--- config.mk ---
export PLATFORM = sky130hd
export DESIGN_NAME = pdc_power_down_control
export DESIGN_NICKNAME = d
export VERILOG_FILES = /design/src/pdc_pkg.sv /design/src/pdc_flush_counter.sv /design/src/pdc_power_down_control.sv
export SDC_FILE = /design/constraint.sdc
export NUM_CORES = 1
export LEC_CHECK = 0
export BUFFER_PORTS_ARGS = -buffer_cell sky130_fd_sc_hd__buf_2
export CAP_MARGIN = 40
export CORE_ASPECT_RATIO = 0.7
export CORE_MARGIN = 1.5
export CORE_UTILIZATION = 37
export DETAILED_ROUTE_END_ITERATION = 16
export GPL_TIMING_DRIVEN = 0
export HOLD_SLACK_MARGIN = 0.02
export PLACE_DENSITY_LB_ADDON = 0.12
export SYNTH_ARGS = -nofsm -noshare
export SYNTH_HDL_FRONTEND = slang
export SYNTH_SLANG_ARGS = --single-unit
--- constraint.sdc ---
create_clock -name I_CLK -period 1.3 [get_ports I_CLK]
set_input_delay 0.195 -clock I_CLK [delete_from_list [all_inputs] [get_ports I_CLK]]
set_output_delay 0.195 -clock I_CLK [all_outputs]
set_load 0.02 [all_outputs]
--- src/pdc_pkg.sv ---
package pdc_pkg;
   // Control register 0x00 field positions.
   localparam logic [7:0] PDC_CTRL_ADDR      = 8'h00;
   localparam int         PDC_FULL_PD_BIT    = 4;
   localparam int         PDC_AUTO_PD_EN_BIT = 3;
   localparam logic [7:0] PDC_CTRL_RESET     = 8'h00;
   // Flush count before automatic digital power-down; the flush lasts this many clock cycles plus one.
   localparam int         PDC_FLUSH_CYCLES   = 16;
   localparam int         PDC_AUX_COUNT      = 2;
   localparam int         PDC_DATA_W         = 16;

   typedef enum logic [1:0] {PDC_RUN, PDC_FLUSH, PDC_DIG_OFF} pdc_state_type;
endpackage : pdc_pkg

--- src/pdc_flush_counter.sv ---
`timescale 1ns/1ps
module pdc_flush_counter #(
   parameter int COUNT = 16
) (
   input  wire logic i_clk,    // Clock.
   input  wire logic i_rst_n,  // Synchronous reset, active low.
   input  wire logic i_run,    // Count while high, clear when low.
   output logic      o_done    // Count reached.
);
   localparam int CW = $clog2(COUNT + 1);
   logic [CW-1:0] cnt_r;
   logic [CW-1:0] cnt_nxt;

   if (COUNT < 1)
   begin : g_count_check
      $error("COUNT must be at least one");
   end

   always_comb
   begin
      cnt_nxt = cnt_r;
      if (!i_run)
      begin
         cnt_nxt = '0;
      end
      else if (cnt_r != CW'(COUNT))
      begin
         cnt_nxt = cnt_r + 1'h1;
      end
   end

   always_ff @(posedge i_clk)
   begin
      if (!i_rst_n)
      begin
         cnt_r <= '0;
      end
      else
      begin
         cnt_r <= cnt_nxt;
      end
   end

   assign o_done = (cnt_r == CW'(COUNT));
endmodule : pdc_flush_counter

--- src/pdc_power_down_control.sv ---
`timescale 1ns/1ps
// Summary of operation
// - Digital engine, main converters and auxiliary converters power down independently or together.
// - Main converter sleep turns their outputs off while the reference stays powered.
// - Full power-down bit 4 of register 0x00 powers down all analog and digital logic except the serial port, including the reference.
// - The serial configuration port stays enabled during full power-down.
// - Each auxiliary converter can be put to sleep through its own bit of I_AUX_SLEEP.
// - Auto power-down enable bit 3 of register 0x00 selects automatic digital power-down under the transmit gate.
// - Transmit gate low with auto power-down off feeds zeros into the data path and powers nothing down.
// - Transmit gate low with auto power-down on flushes for several cycles, then powers down the digital engine.
// - Automatic digital power-down leaves converters, reference and serial port untouched.
module pdc_power_down_control
   import pdc_pkg::*;
#(
   parameter int FLUSH_CYCLES = pdc_pkg::PDC_FLUSH_CYCLES,
   parameter int AUX_COUNT    = pdc_pkg::PDC_AUX_COUNT,
   parameter int DATA_W       = pdc_pkg::PDC_DATA_W
) (
   input  wire logic              I_CLK,              // 10 MHz clock.
   input  wire logic              I_RESET_N,          // Synchronous reset, active low.
   input  wire logic              I_CFG_WE,           // Write strobe for control register 0x00.
   input  wire logic [7:0]        I_CFG_WDATA,        // Control register write data.
   input  wire logic              I_MAIN_SLEEP,       // Main converter sleep request.
   input  wire logic              I_MAIN_PD,          // Main converter power-down request.
   input  wire logic              I_DIG_PD,           // Digital engine power-down request.
   input  wire logic [AUX_COUNT-1:0] I_AUX_SLEEP,     // Per auxiliary converter sleep.
   input  wire logic              I_TRANSMIT_GATE_INPUT, // Transmit gate, high for normal operation.
   input  wire logic [DATA_W-1:0] I_DATA,             // Sample into the data path.
   output logic [7:0]             O_CFG_RDATA,        // Control register readback.
   output logic [DATA_W-1:0]      O_DATA,             // Sample out of the data path.
   output logic                   O_DIG_PWR_DOWN,     // Digital engine powered down.
   output logic                   O_MAIN_OUT_OFF,     // Main converter outputs off.
   output logic                   O_MAIN_CORE_DOWN,   // Main converter cores powered down.
   output logic                   O_REF_DOWN,         // Reference powered down.
   output logic [AUX_COUNT-1:0]   O_AUX_DOWN,         // Auxiliary converters asleep.
   output logic                   O_CFG_PORT_EN,      // Serial port enabled.
   output logic [1:0]             O_STATE             // Auto power-down state.
);
   import pdc_pkg::*;

   // Sizes that the flush counter and the ports cannot serve are refused while elaborating.
   if (FLUSH_CYCLES < 1 || AUX_COUNT < 1 || DATA_W < 1)
   begin : g_param_check
      $error("Parameters out of range");
   end

   logic [7:0]          ctrl_r;
   logic [7:0]          ctrl_nxt;
   pdc_state_type       state_r;
   pdc_state_type       state_nxt;
   logic [DATA_W-1:0]   data_r;
   logic [DATA_W-1:0]   data_nxt;
   logic                flush_done;
   logic                full_pd;
   logic                auto_en;

   assign full_pd = ctrl_r[PDC_FULL_PD_BIT];
   assign auto_en = ctrl_r[PDC_AUTO_PD_EN_BIT];

   // Clearing the enable bit abandons a flush at once, so software can wake the engine without the gate.
   function automatic logic auto_request(input logic gate, input logic enable);
      return !gate && enable;
   endfunction : auto_request

   // The register is always writable so software can wake the part from full power-down.
   always_comb
   begin
      ctrl_nxt = ctrl_r;
      if (I_CFG_WE)
      begin
         ctrl_nxt = I_CFG_WDATA;
      end
   end

   always_comb
   begin
      state_nxt = state_r;
      case (state_r)
         PDC_RUN:
         begin
            if (auto_request(I_TRANSMIT_GATE_INPUT, auto_en))
            begin
               state_nxt = PDC_FLUSH;
            end
         end
         PDC_FLUSH:
         begin
            if (!auto_request(I_TRANSMIT_GATE_INPUT, auto_en))
            begin
               state_nxt = PDC_RUN;
            end
            else if (flush_done)
            begin
               state_nxt = PDC_DIG_OFF;
            end
         end
         PDC_DIG_OFF:
         begin
            if (!auto_request(I_TRANSMIT_GATE_INPUT, auto_en))
            begin
               state_nxt = PDC_RUN;
            end
         end
         default:
         begin
            state_nxt = PDC_RUN;
         end
      endcase
   end

   always_comb
   begin
      data_nxt = I_DATA;
      if (!I_TRANSMIT_GATE_INPUT || state_r != PDC_RUN)
      begin
         data_nxt = '0;
      end
   end

   always_ff @(posedge I_CLK)
   begin
      if (!I_RESET_N)
      begin
         ctrl_r <= PDC_CTRL_RESET;
      end
      else
      begin
         ctrl_r <= ctrl_nxt;
      end
   end

   always_ff @(posedge I_CLK)
   begin
      if (!I_RESET_N)
      begin
         state_r <= PDC_RUN;
      end
      else
      begin
         state_r <= state_nxt;
      end
   end

   always_ff @(posedge I_CLK)
   begin
      if (!I_RESET_N)
      begin
         data_r <= '0;
      end
      else
      begin
         data_r <= data_nxt;
      end
   end

   // The count starts on the first flush cycle, so the flush lasts FLUSH_CYCLES + 1 cycles and power-down comes FLUSH_CYCLES + 2 rising edges after the gate falls.
   pdc_flush_counter #(
      .COUNT (FLUSH_CYCLES)
   ) u_flush (
      .i_clk   (I_CLK),
      .i_rst_n (I_RESET_N),
      .i_run   (state_r == PDC_FLUSH),
      .o_done  (flush_done)
   );

   // Auto power-down touches only the digital engine; converters follow their own controls.
   assign O_DIG_PWR_DOWN   = full_pd || I_DIG_PD || (state_r == PDC_DIG_OFF);
   assign O_MAIN_OUT_OFF   = full_pd || I_MAIN_SLEEP || I_MAIN_PD;
   assign O_MAIN_CORE_DOWN = full_pd || I_MAIN_PD;
   assign O_REF_DOWN       = full_pd;
   assign O_AUX_DOWN       = I_AUX_SLEEP | {AUX_COUNT{full_pd}};
   assign O_CFG_PORT_EN    = 1'h1;
   assign O_CFG_RDATA      = ctrl_r;
   assign O_DATA           = data_r;
   assign O_STATE          = state_r;

   a_full_pd_all: assert property (@(posedge I_CLK) disable iff (!I_RESET_N)
      full_pd |-> (O_DIG_PWR_DOWN && O_REF_DOWN && O_MAIN_CORE_DOWN && (&O_AUX_DOWN)))
      else $error("Full power-down left something on");
   a_sleep_keeps_ref: assert property (@(posedge I_CLK) disable iff (!I_RESET_N)
      (I_MAIN_SLEEP && !full_pd) |-> (O_MAIN_OUT_OFF && !O_REF_DOWN))
      else $error("Sleep changed reference or outputs");
   a_port_alive: assert property (@(posedge I_CLK) disable iff (!I_RESET_N)
      (I_CFG_WE) |=> (O_CFG_RDATA == $past(I_CFG_WDATA)))
      else $error("Register write lost");
   a_aux_sleep: assert property (@(posedge I_CLK) disable iff (!I_RESET_N)
      O_AUX_DOWN == (I_AUX_SLEEP | {AUX_COUNT{full_pd}}))
      else $error("Aux sleep wrong");
   a_gate_no_auto: assert property (@(posedge I_CLK) disable iff (!I_RESET_N)
      (!I_TRANSMIT_GATE_INPUT && !auto_en && !full_pd && !I_CFG_WE) |=> (O_DATA == '0 && O_DIG_PWR_DOWN == I_DIG_PD))
      else $error("Zero flush without power-down failed");
   a_auto_flush_time: assert property (@(posedge I_CLK) disable iff (!I_RESET_N)
      (state_r == PDC_RUN && !I_TRANSMIT_GATE_INPUT && auto_en)
      ##1 (!I_TRANSMIT_GATE_INPUT && auto_en && !I_CFG_WE) [*2] |-> state_r == PDC_FLUSH)
      else $error("Flush not entered");
   a_auto_no_analog: assert property (@(posedge I_CLK) disable iff (!I_RESET_N)
      (state_r == PDC_DIG_OFF && !full_pd) |-> (!O_REF_DOWN && O_CFG_PORT_EN))
      else $error("Auto power-down hit analog");
   a_gate_restore: assert property (@(posedge I_CLK) disable iff (!I_RESET_N)
      (I_TRANSMIT_GATE_INPUT && state_r == PDC_DIG_OFF) |=> state_r == PDC_RUN)
      else $error("Digital engine not restored");
   a_auto_en_ctrl: assert property (@(posedge I_CLK) disable iff (!I_RESET_N)
      (!auto_en) |=> (state_r == PDC_RUN))
      else $error("Auto state with enable clear");
   a_indep_dig: assert property (@(posedge I_CLK) disable iff (!I_RESET_N)
      (I_DIG_PD && !full_pd && !I_MAIN_SLEEP && !I_MAIN_PD) |-> (O_DIG_PWR_DOWN && !O_MAIN_OUT_OFF))
      else $error("Power domains not independent");
   a_flush_hold: assert property (@(posedge I_CLK) disable iff (!I_RESET_N)
      (state_r == PDC_FLUSH && !flush_done && !I_TRANSMIT_GATE_INPUT && auto_en) |=> state_r == PDC_FLUSH)
      else $error("Digital engine powered down before the flush ended");
   a_flush_length: assert property (@(posedge I_CLK) disable iff (!I_RESET_N)
      (state_r == PDC_FLUSH && flush_done && !I_TRANSMIT_GATE_INPUT && auto_en) |=> state_r == PDC_DIG_OFF)
      else $error("Digital engine not powered down after the flush");
   a_flush_zero: assert property (@(posedge I_CLK) disable iff (!I_RESET_N)
      (state_r != PDC_RUN) |=> (O_DATA == '0))
      else $error("Data passed while flushing or powered down");
   a_data_pass: assert property (@(posedge I_CLK) disable iff (!I_RESET_N)
      (I_TRANSMIT_GATE_INPUT && state_r == PDC_RUN) |=> (O_DATA == $past(I_DATA)))
      else $error("Data not passed in normal operation");
   a_main_core: assert property (@(posedge I_CLK) disable iff (!I_RESET_N)
      (I_MAIN_PD && !full_pd) |-> (O_MAIN_CORE_DOWN && O_MAIN_OUT_OFF && !O_REF_DOWN))
      else $error("Main converter power-down wrong");
endmodule : pdc_power_down_control

## After elaboration in Yosys (flattened, before gate mapping)

Index checks and enable logic that the tools add are counted.

| storage, ports and cells | value |
|---|---|
| register bits | 31 |
| bits of input ports | 33 |
| output and inout bits | 33 |
| logic and storage cells | 32 |

| operators by class | value |
|---|---|
| add/sub/neg operators | 1 |
| equal/unequal tests | 7 |
| muxes and demuxes | 5 |
| bitwise logic cells | 2 |
| reductions and logical operators | 13 |

Operators with widths:

| operator | count |
|---|---|
| 2-bit 2-to-1 mux | 4 |
| 1-bit logical OR | 6 |
| 2-bit one-hot mux with 3 select lines | 1 |
| 5-bit by 1-bit adder with 5-bit output (second input constant) | 1 |
| 5-bit equality test (second input constant) | 1 |
| 5-bit != test (second input constant) | 1 |
| 2-bit != test (second input constant) | 2 |
| 3-bit != test (second input constant) | 1 |
| 3-bit AND reduction | 1 |
| 2-bit by 1-bit equality test with 1-bit output (second input constant) | 1 |
| 2-bit equality test (second input constant) | 1 |
| 2-bit logical NOT | 1 |
| 2-bit bitwise OR | 1 |
| 2-bit AND reduction | 1 |
| 2-bit nonzero test | 1 |
| 2-bit OR reduction | 1 |
| 1-bit logical AND | 1 |
| 1-bit logical NOT | 1 |
| 1-bit inverter | 1 |

## Logic depth before layout (Yosys ltp)

Gate-level depths: netlist of run 1.

| logic depth | value |
|---|---|
| word-level depth | 4 |
| gate-level depth with buffers | 6 |

## By module

From an unflattened synthesis of run 1, not the netlist that was laid out.

| second synthesis, totals | value |
|---|---|
| cells, all modules | 100 |
| area, all modules | 1,111.1 um^2 |

Modules (own cells, without submodules):

| module | times used | cells an instance | area each (um^2) | sequential area each (um^2) |
|---|---|---|---|---|
| pdc_power_down_control | 1 | 76 | 874.6 | 520.5 |
| pdc_flush_counter | 1 | 24 | 236.5 | 100.1 |

## Worst setup path after synthesis of run 1

Ideal clock, no wire load.

| path | value |
|---|---|
| kind | reg2reg |
| from | reg u_flush.cnt_r[0] |
| to | reg u_flush.cnt_r[1] |
| library setup time | 119 ps |
| data arrival time | 1,072 ps |
| setup slack | 109 ps |
| cell stages (with the launch flop) | 7 |
| buffers on the path | 1 |
| period minus slack after synthesis | 1,191 ps |
| cells stage by stage | dfxtp_1 > inv_1 > ha_1 > nor4bb_1 > buf_4 > mux2i_1 > nor2_1 |

| on the way | value |
|---|---|
| longest elaborated chain between the ends | 1 |
| elaborated cells between the ends (all ways) | 2 |
| classes of those cells | add/sub (1); eq/ne (1) |

RTL lines:

| element | RTL line | text |
|---|---|---|
| start, declared | pdc_flush_counter.sv:11 | `logic [CW-1:0] cnt_r;` |
| start signal, assigned | pdc_flush_counter.sv:40 | `cnt_r <= cnt_nxt;` |
| 5-bit by 1-bit adder with 5-bit output or 5-bit != test (tied branches) | pdc_flush_counter.sv:28, pdc_flush_counter.sv:26 |  |

Parallel ways exist; a longest one is shown, timed or not.
A chain may end at the register's enable or synchronous reset.

## Worst setup path after layout of run 1

| path | value |
|---|---|
| from | reg state_r[1] (netlist: O_STATE[1]) |
| to | out O_DIG_PWR_DOWN |

| on the way | value |
|---|---|
| longest elaborated chain between the ends | 2 |

RTL lines:

| element | RTL line | text |
|---|---|---|
| start, declared | pdc_power_down_control.sv:49 | `pdc_state_type state_r;` |
| start signal, assigned | pdc_power_down_control.sv:140 | `state_r <= state_nxt;` |
| 2-bit equality test | pdc_power_down_control.sv:167 | `assign O_DIG_PWR_DOWN = full_pd \|\| I_DIG_PD \|\| (state_r == PDC_DIG_OFF);` |
| 1-bit logical OR | pdc_power_down_control.sv:167 |  |
| end, declared | pdc_power_down_control.sv:31 | `output logic O_DIG_PWR_DOWN,` |

No other way between the ends.

==> results.ini, run 1 <==
[floorplan]
rows=16
ioPinCount=66
start_util_pct=39.15
fp.coreArea_sq_um=2803
die_width_um=68.09
fp.dieArea_sq_um=3306
die-height_um=48.56

[grt]
grt_max_degree=11
antenna_violations_before_repair=0
globalRouteTotalUtil_pct=14.53
gr-total-overflow=0
vias_in_the_first_global_route=834
grt_first_pass_wirelength_um=3532

[final_layout]
fraction_of_final_layout_cells_sized_beyond_drive_strength_1_pct=54.60
final_std_cells_w_o_fill=210
nFillCells=252
antenna-diode-count=0
area_growth_from_synthesis_to_layout_pct=53.25
nets=208
utilization_pct=60.00

[power_and_ir_drop]
power_leakage_nw=0.8360
share_of_total_power_in_sequential_cells_pct=45.5
design_power_total_mw=2.197
power_density_nw_per_um2=1307
power.share.clock_pct=43.2
combinational_group_share_of_total_power_pct=11.3
power_report.internal_total_mw=1.727
total_switching_power_mw=0.4708
vdd.ir_drop.worst_mv=0.6853
sw_frac_of_total_pct=21.42

[drt]
route.met2.wl_um=1077
wl_met1_um=910
drt_first_pass_iters=4
dr_wl_met3_um=218
dr.max_layer_used=met4
avgRoutedWirePerCell_um=10.57
finalWirelength_um=2219
dr.first_iter.drc_count=20
detailroute.via_count=910
drc_errors=0
ant_nets=0
vias_per_cell=4.333

[min_path]
worst_hold_startpoint=I_DATA[4]
worst_hold_path_type=in -> reg

[sta]
timing.final.crit_share_pct=104.2
worst_clock_skew_ns=0.006990
post-route-worst-setup-slack_ns=-0.05502
hold_viol_final=0
layout_min_cycle_time_ns=1.355
final.setup.tns_ns=-0.09985
max_frequency_mhz=738.0
setup_violations=2
maxSlewViolCount=0
rsz0062_at_grt=yes

[placed_design]
portBuffers=63
gp_routability_congestion=0.6828
detailedPlace.worstSlack_ns=-0.02686
dp.final_hpwl_um=1643
place_inst=199

[clock_network]
root_buffer=sky130_fd_sc_hd__clkbuf_8
cts_made_buffers=5
max-clock-path-buffers=2
cts_tree=done
worst_setup_hold_path_clk_slew_ns=0.07
worstSkewPairLatency_ns=0.27
h-tree-depth=2
clkSinkCount=31

[run]
max_cap_violations=0

[yosys]
ys_async_sr_fraction_pct=0
post-synth-top-area-fraction_pct=56.56
post_synth_mux_area_share_pct=8.210
post_synth_edffs=0
post_synthesis_compound_gate_area_fraction_pct=1.140
synth_fa_ha_area_share_pct=2.281
syn-mean-instance-area_sq_um=10.97
synth_cell_types=22
syn-num-nets=135
synth.yosys.seq_area_share_pct=56.56
synth_warn=0
synth_xor_xnor_area_share_pct=3.193
synth_top_cell_by_area=sky130_fd_sc_hd__dfxtp_1
syn-instance-count=100
yosys_most_used_dff=sky130_fd_sc_hd__dfxtp_1
ys_seq_elements=31
mappedNetlistArea_sq_um=1097
synth_area_leaders=sky130_fd_sc_hd__dfxtp_1 (57%), sky130_fd_sc_hd__and2_1 (9.1%), sky130_fd_sc_hd__mux2i_1 (8.2%), sky130_fd_sc_hd__nor2b_1 (5.7%), sky130_fd_sc_hd__ha_1 (2.3%)
synth_top_family_by_area=simple AND/OR/NAND/NOR gates
basic_gate_share_of_the_synthesized_area_counting_and_or_nand_and_nor_cells_pct=24.17

[critical_path]
critPathSlowestCell=sky130_fd_sc_hd__dfxtp_2
crit_path_max_cell_delay_ns=0.32
worstSetupStartpoint=O_STATE[1]$_SDFFE_PN0P_
crit_path_end_kind=primary output
worstPathMaxFanout=2
path_cells=nor2b_4 > or3_4 > buf_6
criticalPathCategory=reg -> out
worstPathRequired_ns=1.11
critical_path_arrival_ns=1.16
worst_setup_path_start_kind=register
r2r-start=O_STATE[1]$_SDFFE_PN0P_
reg2reg_slack_ns=0.05

[status]
run_status=complete, but fails checks
failing_checks=negative setup slack

==> path summary, 6_finish.rpt <==
| path | end | cells after the start |
|---|---|---|
| worst min-delay path | O_DATA[4]$_SDFF_PP0_ | 2 |
| worst max register to register | O_DATA[7]$_SDFF_PP0_ | 4 |
| worst max-delay path | O_DIG_PWR_DOWN | 3 |
| worst min register to register | O_STATE[0]$_SDFFE_PN0P_ | 1 |
==> per-layer routing <==
metal,GRT usage [%],up-vias
li1,-,465
met1,16.45,399
met2,22.98,44
met3,8.605,2
met4,4.000,0
met5,0,-
==> through the flow <==
stage | hold slack (ns) | cell area, sq um
after detailed placement | 0.3999 | 1458
after global routing | 0.1136 | 1682
after floorplan | 0.3167 | 1097
final | 0.1211 | 1682
after CTS | 0.1154 | 1608
after global placement | 0.3943 | 1458
==> registers in the layout, indices dropped and copies added (netlist names) <==
register and flops:
O_CFG_RDATA 8, O_DATA 16, O_STATE 2, u_flush.cnt_r 5
==> power by group through the flow <==
stage / registers [mW] / clock network [mW] / logic (mW)
floorplan: 1.07 / 0 / 0.0876
global placement: 1.02 / 0 / 0.228
detailed placement: 1.02 / 0 / 0.233
CTS: 1.00 / 0.971 / 0.238
global route: 1.00 / 1.03 / 0.272
finish: 0.999 / 0.950 / 0.248
==> layout by cell type (no fill, tap or decap), drive strengths merged, types with 3 or more instances in the layout <==
cell,n
or2,3
mux2i,9
and2,16
buf,70
nor2,5
dfxtp,31
nor2b,10
clkbuf,8
==> Yosys cell counts, types with 2 or more instances <==
cell type and number:
sky130_fd_sc_hd__nor2b_1 10, sky130_fd_sc_hd__ha_1 2, sky130_fd_sc_hd__buf_4 3, sky130_fd_sc_hd__dfxtp_1 31, sky130_fd_sc_hd__mux2i_1 9, sky130_fd_sc_hd__nand3b_1 2, sky130_fd_sc_hd__inv_1 2, sky130_fd_sc_hd__clkbuf_2 2
sky130_fd_sc_hd__xnor2_1 2, sky130_fd_sc_hd__xor2_1 2, sky130_fd_sc_hd__or3_1 2, sky130_fd_sc_hd__nand3_1 2, sky130_fd_sc_hd__and2_1 16, sky130_fd_sc_hd__or2_2 3, sky130_fd_sc_hd__nor2_1 5
==> logic make-up after synthesis <==
logic type      Yosys count
xor+xnor                  4
fa+ha+maj                 2
flops                    31
buf+inv                   8
simple gates             43
mux                       9
other cells               1
compound gates            2
==> what timing repair did <==
action / CTS / global route
pin swaps: 1 / 1
resized for setup: 10 / 16
hold buffers: 0 / 0
endpoints found under the setup margin: 3 / 17
buffers inserted: 1 / 2
==> critical path: cells and delay by family (launching register included) <==
kind / cells / cell delay, ns
AND/OR/NAND/NOR: 2 / 0.44
buffers and inverters: 1 / 0.14
flip-flops: 1 / 0.32
==> layout make-up <==
cell class                 instances  area [sq um]  share of cell area, %
buffer                             6         37.54                  2.232
inverter                           2         7.507                 0.4464
clock inverter                     2         35.03                  2.083
tap                               36         45.04                  2.679
timing repair buffer              66         362.8                  21.58
multi-input combinational         61         479.2                  28.50
sequential                        31         631.9                  37.57
clock buffer                       6         82.58                  4.911
Power figures use the tool's default switching activity.
==> run 2, diff against run 1 <==
Settings changed: TNS_END_PERCENT from default to 5.
==> run 2 against run 1 <==
  * The run still ends with negative setup slack left
  * Via count is 0.99% lower
  * Total power is 0.51% lower
  * Register-to-register slack worse by 0.02 ns
  * Clock power about the same
  * Wire length down 2.9%
  * Critical path type unchanged
==> results.ini, run 2 (synthesis gave the netlist of run 1 again) <==
[status]
run_status=complete, but fails checks
failing_checks=negative setup slack

[clock_network]
h-tree-depth=2
max-clock-path-buffers=2
root_buffer=sky130_fd_sc_hd__clkbuf_8
worstSkewPairLatency_ns=0.27
clkSinkCount=31
worst_setup_hold_path_clk_slew_ns=0.07
cts_made_buffers=5
cts_tree=done

[min_path]
worst_hold_stages=2
worst_hold_path_type=in -> reg
whs_endpoint=O_DATA[4]$_SDFF_PP0_
worst_hold_startpoint=I_DATA[4]

[critical_path]
criticalPathCategory=reg -> out
worstSetupStartpoint=O_STATE[1]$_SDFFE_PN0P_
critPathSlowestCell=sky130_fd_sc_hd__dfxtp_2
r2r-start=u_flush.cnt_r[0]$_SDFFE_PN0P_
crit-reg2reg-capture=u_flush.cnt_r[1]$_SDFFE_PN0P_
reg2reg_slack_ns=0.03
worst_setup_path_start_kind=register
path_cells=nor2b_4 > or3_4 > buf_6
critical_path_arrival_ns=1.16
worstPathMaxFanout=2
worst-r2r-cell-count=6
crit_path_end_kind=primary output
worstPathRequired_ns=1.11
crit_path_max_cell_delay_ns=0.32

[sta]
timing.final.crit_share_pct=104.2
hold_viol_final=0
max_frequency_mhz=738.2
holdWs_ns=0.1214
maxSlewViolCount=0
worst_clock_skew_ns=0.006421
rsz0062_at_grt=yes
post-route-worst-setup-slack_ns=-0.05465
layout_min_cycle_time_ns=1.355
final.setup.tns_ns=-0.07713
setup_violations=2

[placed_design]
detailedPlace.worstSlack_ns=-0.02686
dp.final_hpwl_um=1643
place_inst=199
gp_routability_congestion=0.6828
detailed_place.area_sq_um=1458
portBuffers=63

[floorplan]
ioPinCount=66
rows=16
die_width_um=68.09
start_util_pct=39.15
die-height_um=48.56
fp.dieArea_sq_um=3306
fp.coreArea_sq_um=2803

[grt]
vias_in_the_first_global_route=832
globalRoute.busiestLayer=met2
gr-total-overflow=0
globalRouteTotalUtil_pct=14.53
globalRouteMet3Util_pct=8.605
met2_usage_pct=22.98
grt_max_degree=11
antenna_violations_before_repair=0
grt_first_pass_wirelength_um=3532
global_route_met1_usage_pct=16.45

[power_and_ir_drop]
power_density_nw_per_um2=1343
power_leakage_nw=0.8145
vdd.ir_drop.worst_mv=0.6843
design_power_total_mw=2.186

[final_layout]
final_std_cells_w_o_fill=208
nets=206
mostFrequentLayoutCell=sky130_fd_sc_hd__buf_2
area_growth_from_synthesis_to_layout_pct=48.35
utilization_pct=58.08
number_of_flip_flops_under_the_largest_register_name=16
most-common-layout-cells=sky130_fd_sc_hd__buf_2 (62), sky130_fd_sc_hd__dfxtp_1 (26), sky130_fd_sc_hd__and2_1 (16)
antenna-diode-count=0
fraction_of_final_layout_cells_sized_beyond_drive_strength_1_pct=52.33
layout.cell_area.non_filler_sq_um=1628

[drt]
avgRoutedWirePerCell_um=10.36
drt_first_pass_iters=4
drc_errors=0
ant_nets=0
vias_per_cell=4.332
dr.first_iter.drc_count=23
detailroute.via_count=901
finalWirelength_um=2154

[run]
max_cap_violations=0

run 2: what timing repair did:
action | in CTS | in global routing
buffers inserted | 1 | 0
pin swaps | 1 | 1
resized for setup | 10 | 5
hold buffers | 0 | 0
endpoints found under the setup margin | 3 | 17
run 2: cell type report:
cell class	instances	area [sq um]
Clock inverter	2	35.03
Sequential cell	31	629.4
Timing Repair Buffer	64	331.6
Buffer	6	37.54
Multi-Input combinational cell	61	459.2
Clock buffer	6	82.58
Inverter	2	7.507
Tap cell	36	45.04
Fill cell	261	1175
run 2: how the worst max path moves through the flow:
stage	end	slack (ns)
finish	O_DIG_PWR_DOWN	-0.05
global route	O_DIG_PWR_DOWN	-0.10
CTS	O_DIG_PWR_DOWN	-0.09
detailed placement	u_flush.cnt_r[1]$_SDFFE_PN0P_	-0.03
global placement	u_flush.cnt_r[1]$_SDFFE_PN0P_	0.04
floorplan	u_flush.cnt_r[1]$_SDFFE_PN0P_	0.11
run 2: critical path: cells and delay by family, from the launching register on:
kind | cells | cell delay [ns]
DFF | 1 | 0.32
buffers and inverters | 1 | 0.14
and+or+nand+nor | 2 | 0.44
run 2: report_power, final:
part	total, mW	switching [mW]	internal [mW]
sequential	1.00	0.0152	0.985
clock	0.950	0.331	0.619
combinational	0.236	0.122	0.114
total	2.19	0.468	1.72
run 2: metal layers:
layer / share of wire [%] / up-vias
li1: - / 460
met1: 42 / 393
met2: 47 / 46
met3: 10 / 2
met4: 0.60 / 0
met5: 0 / -
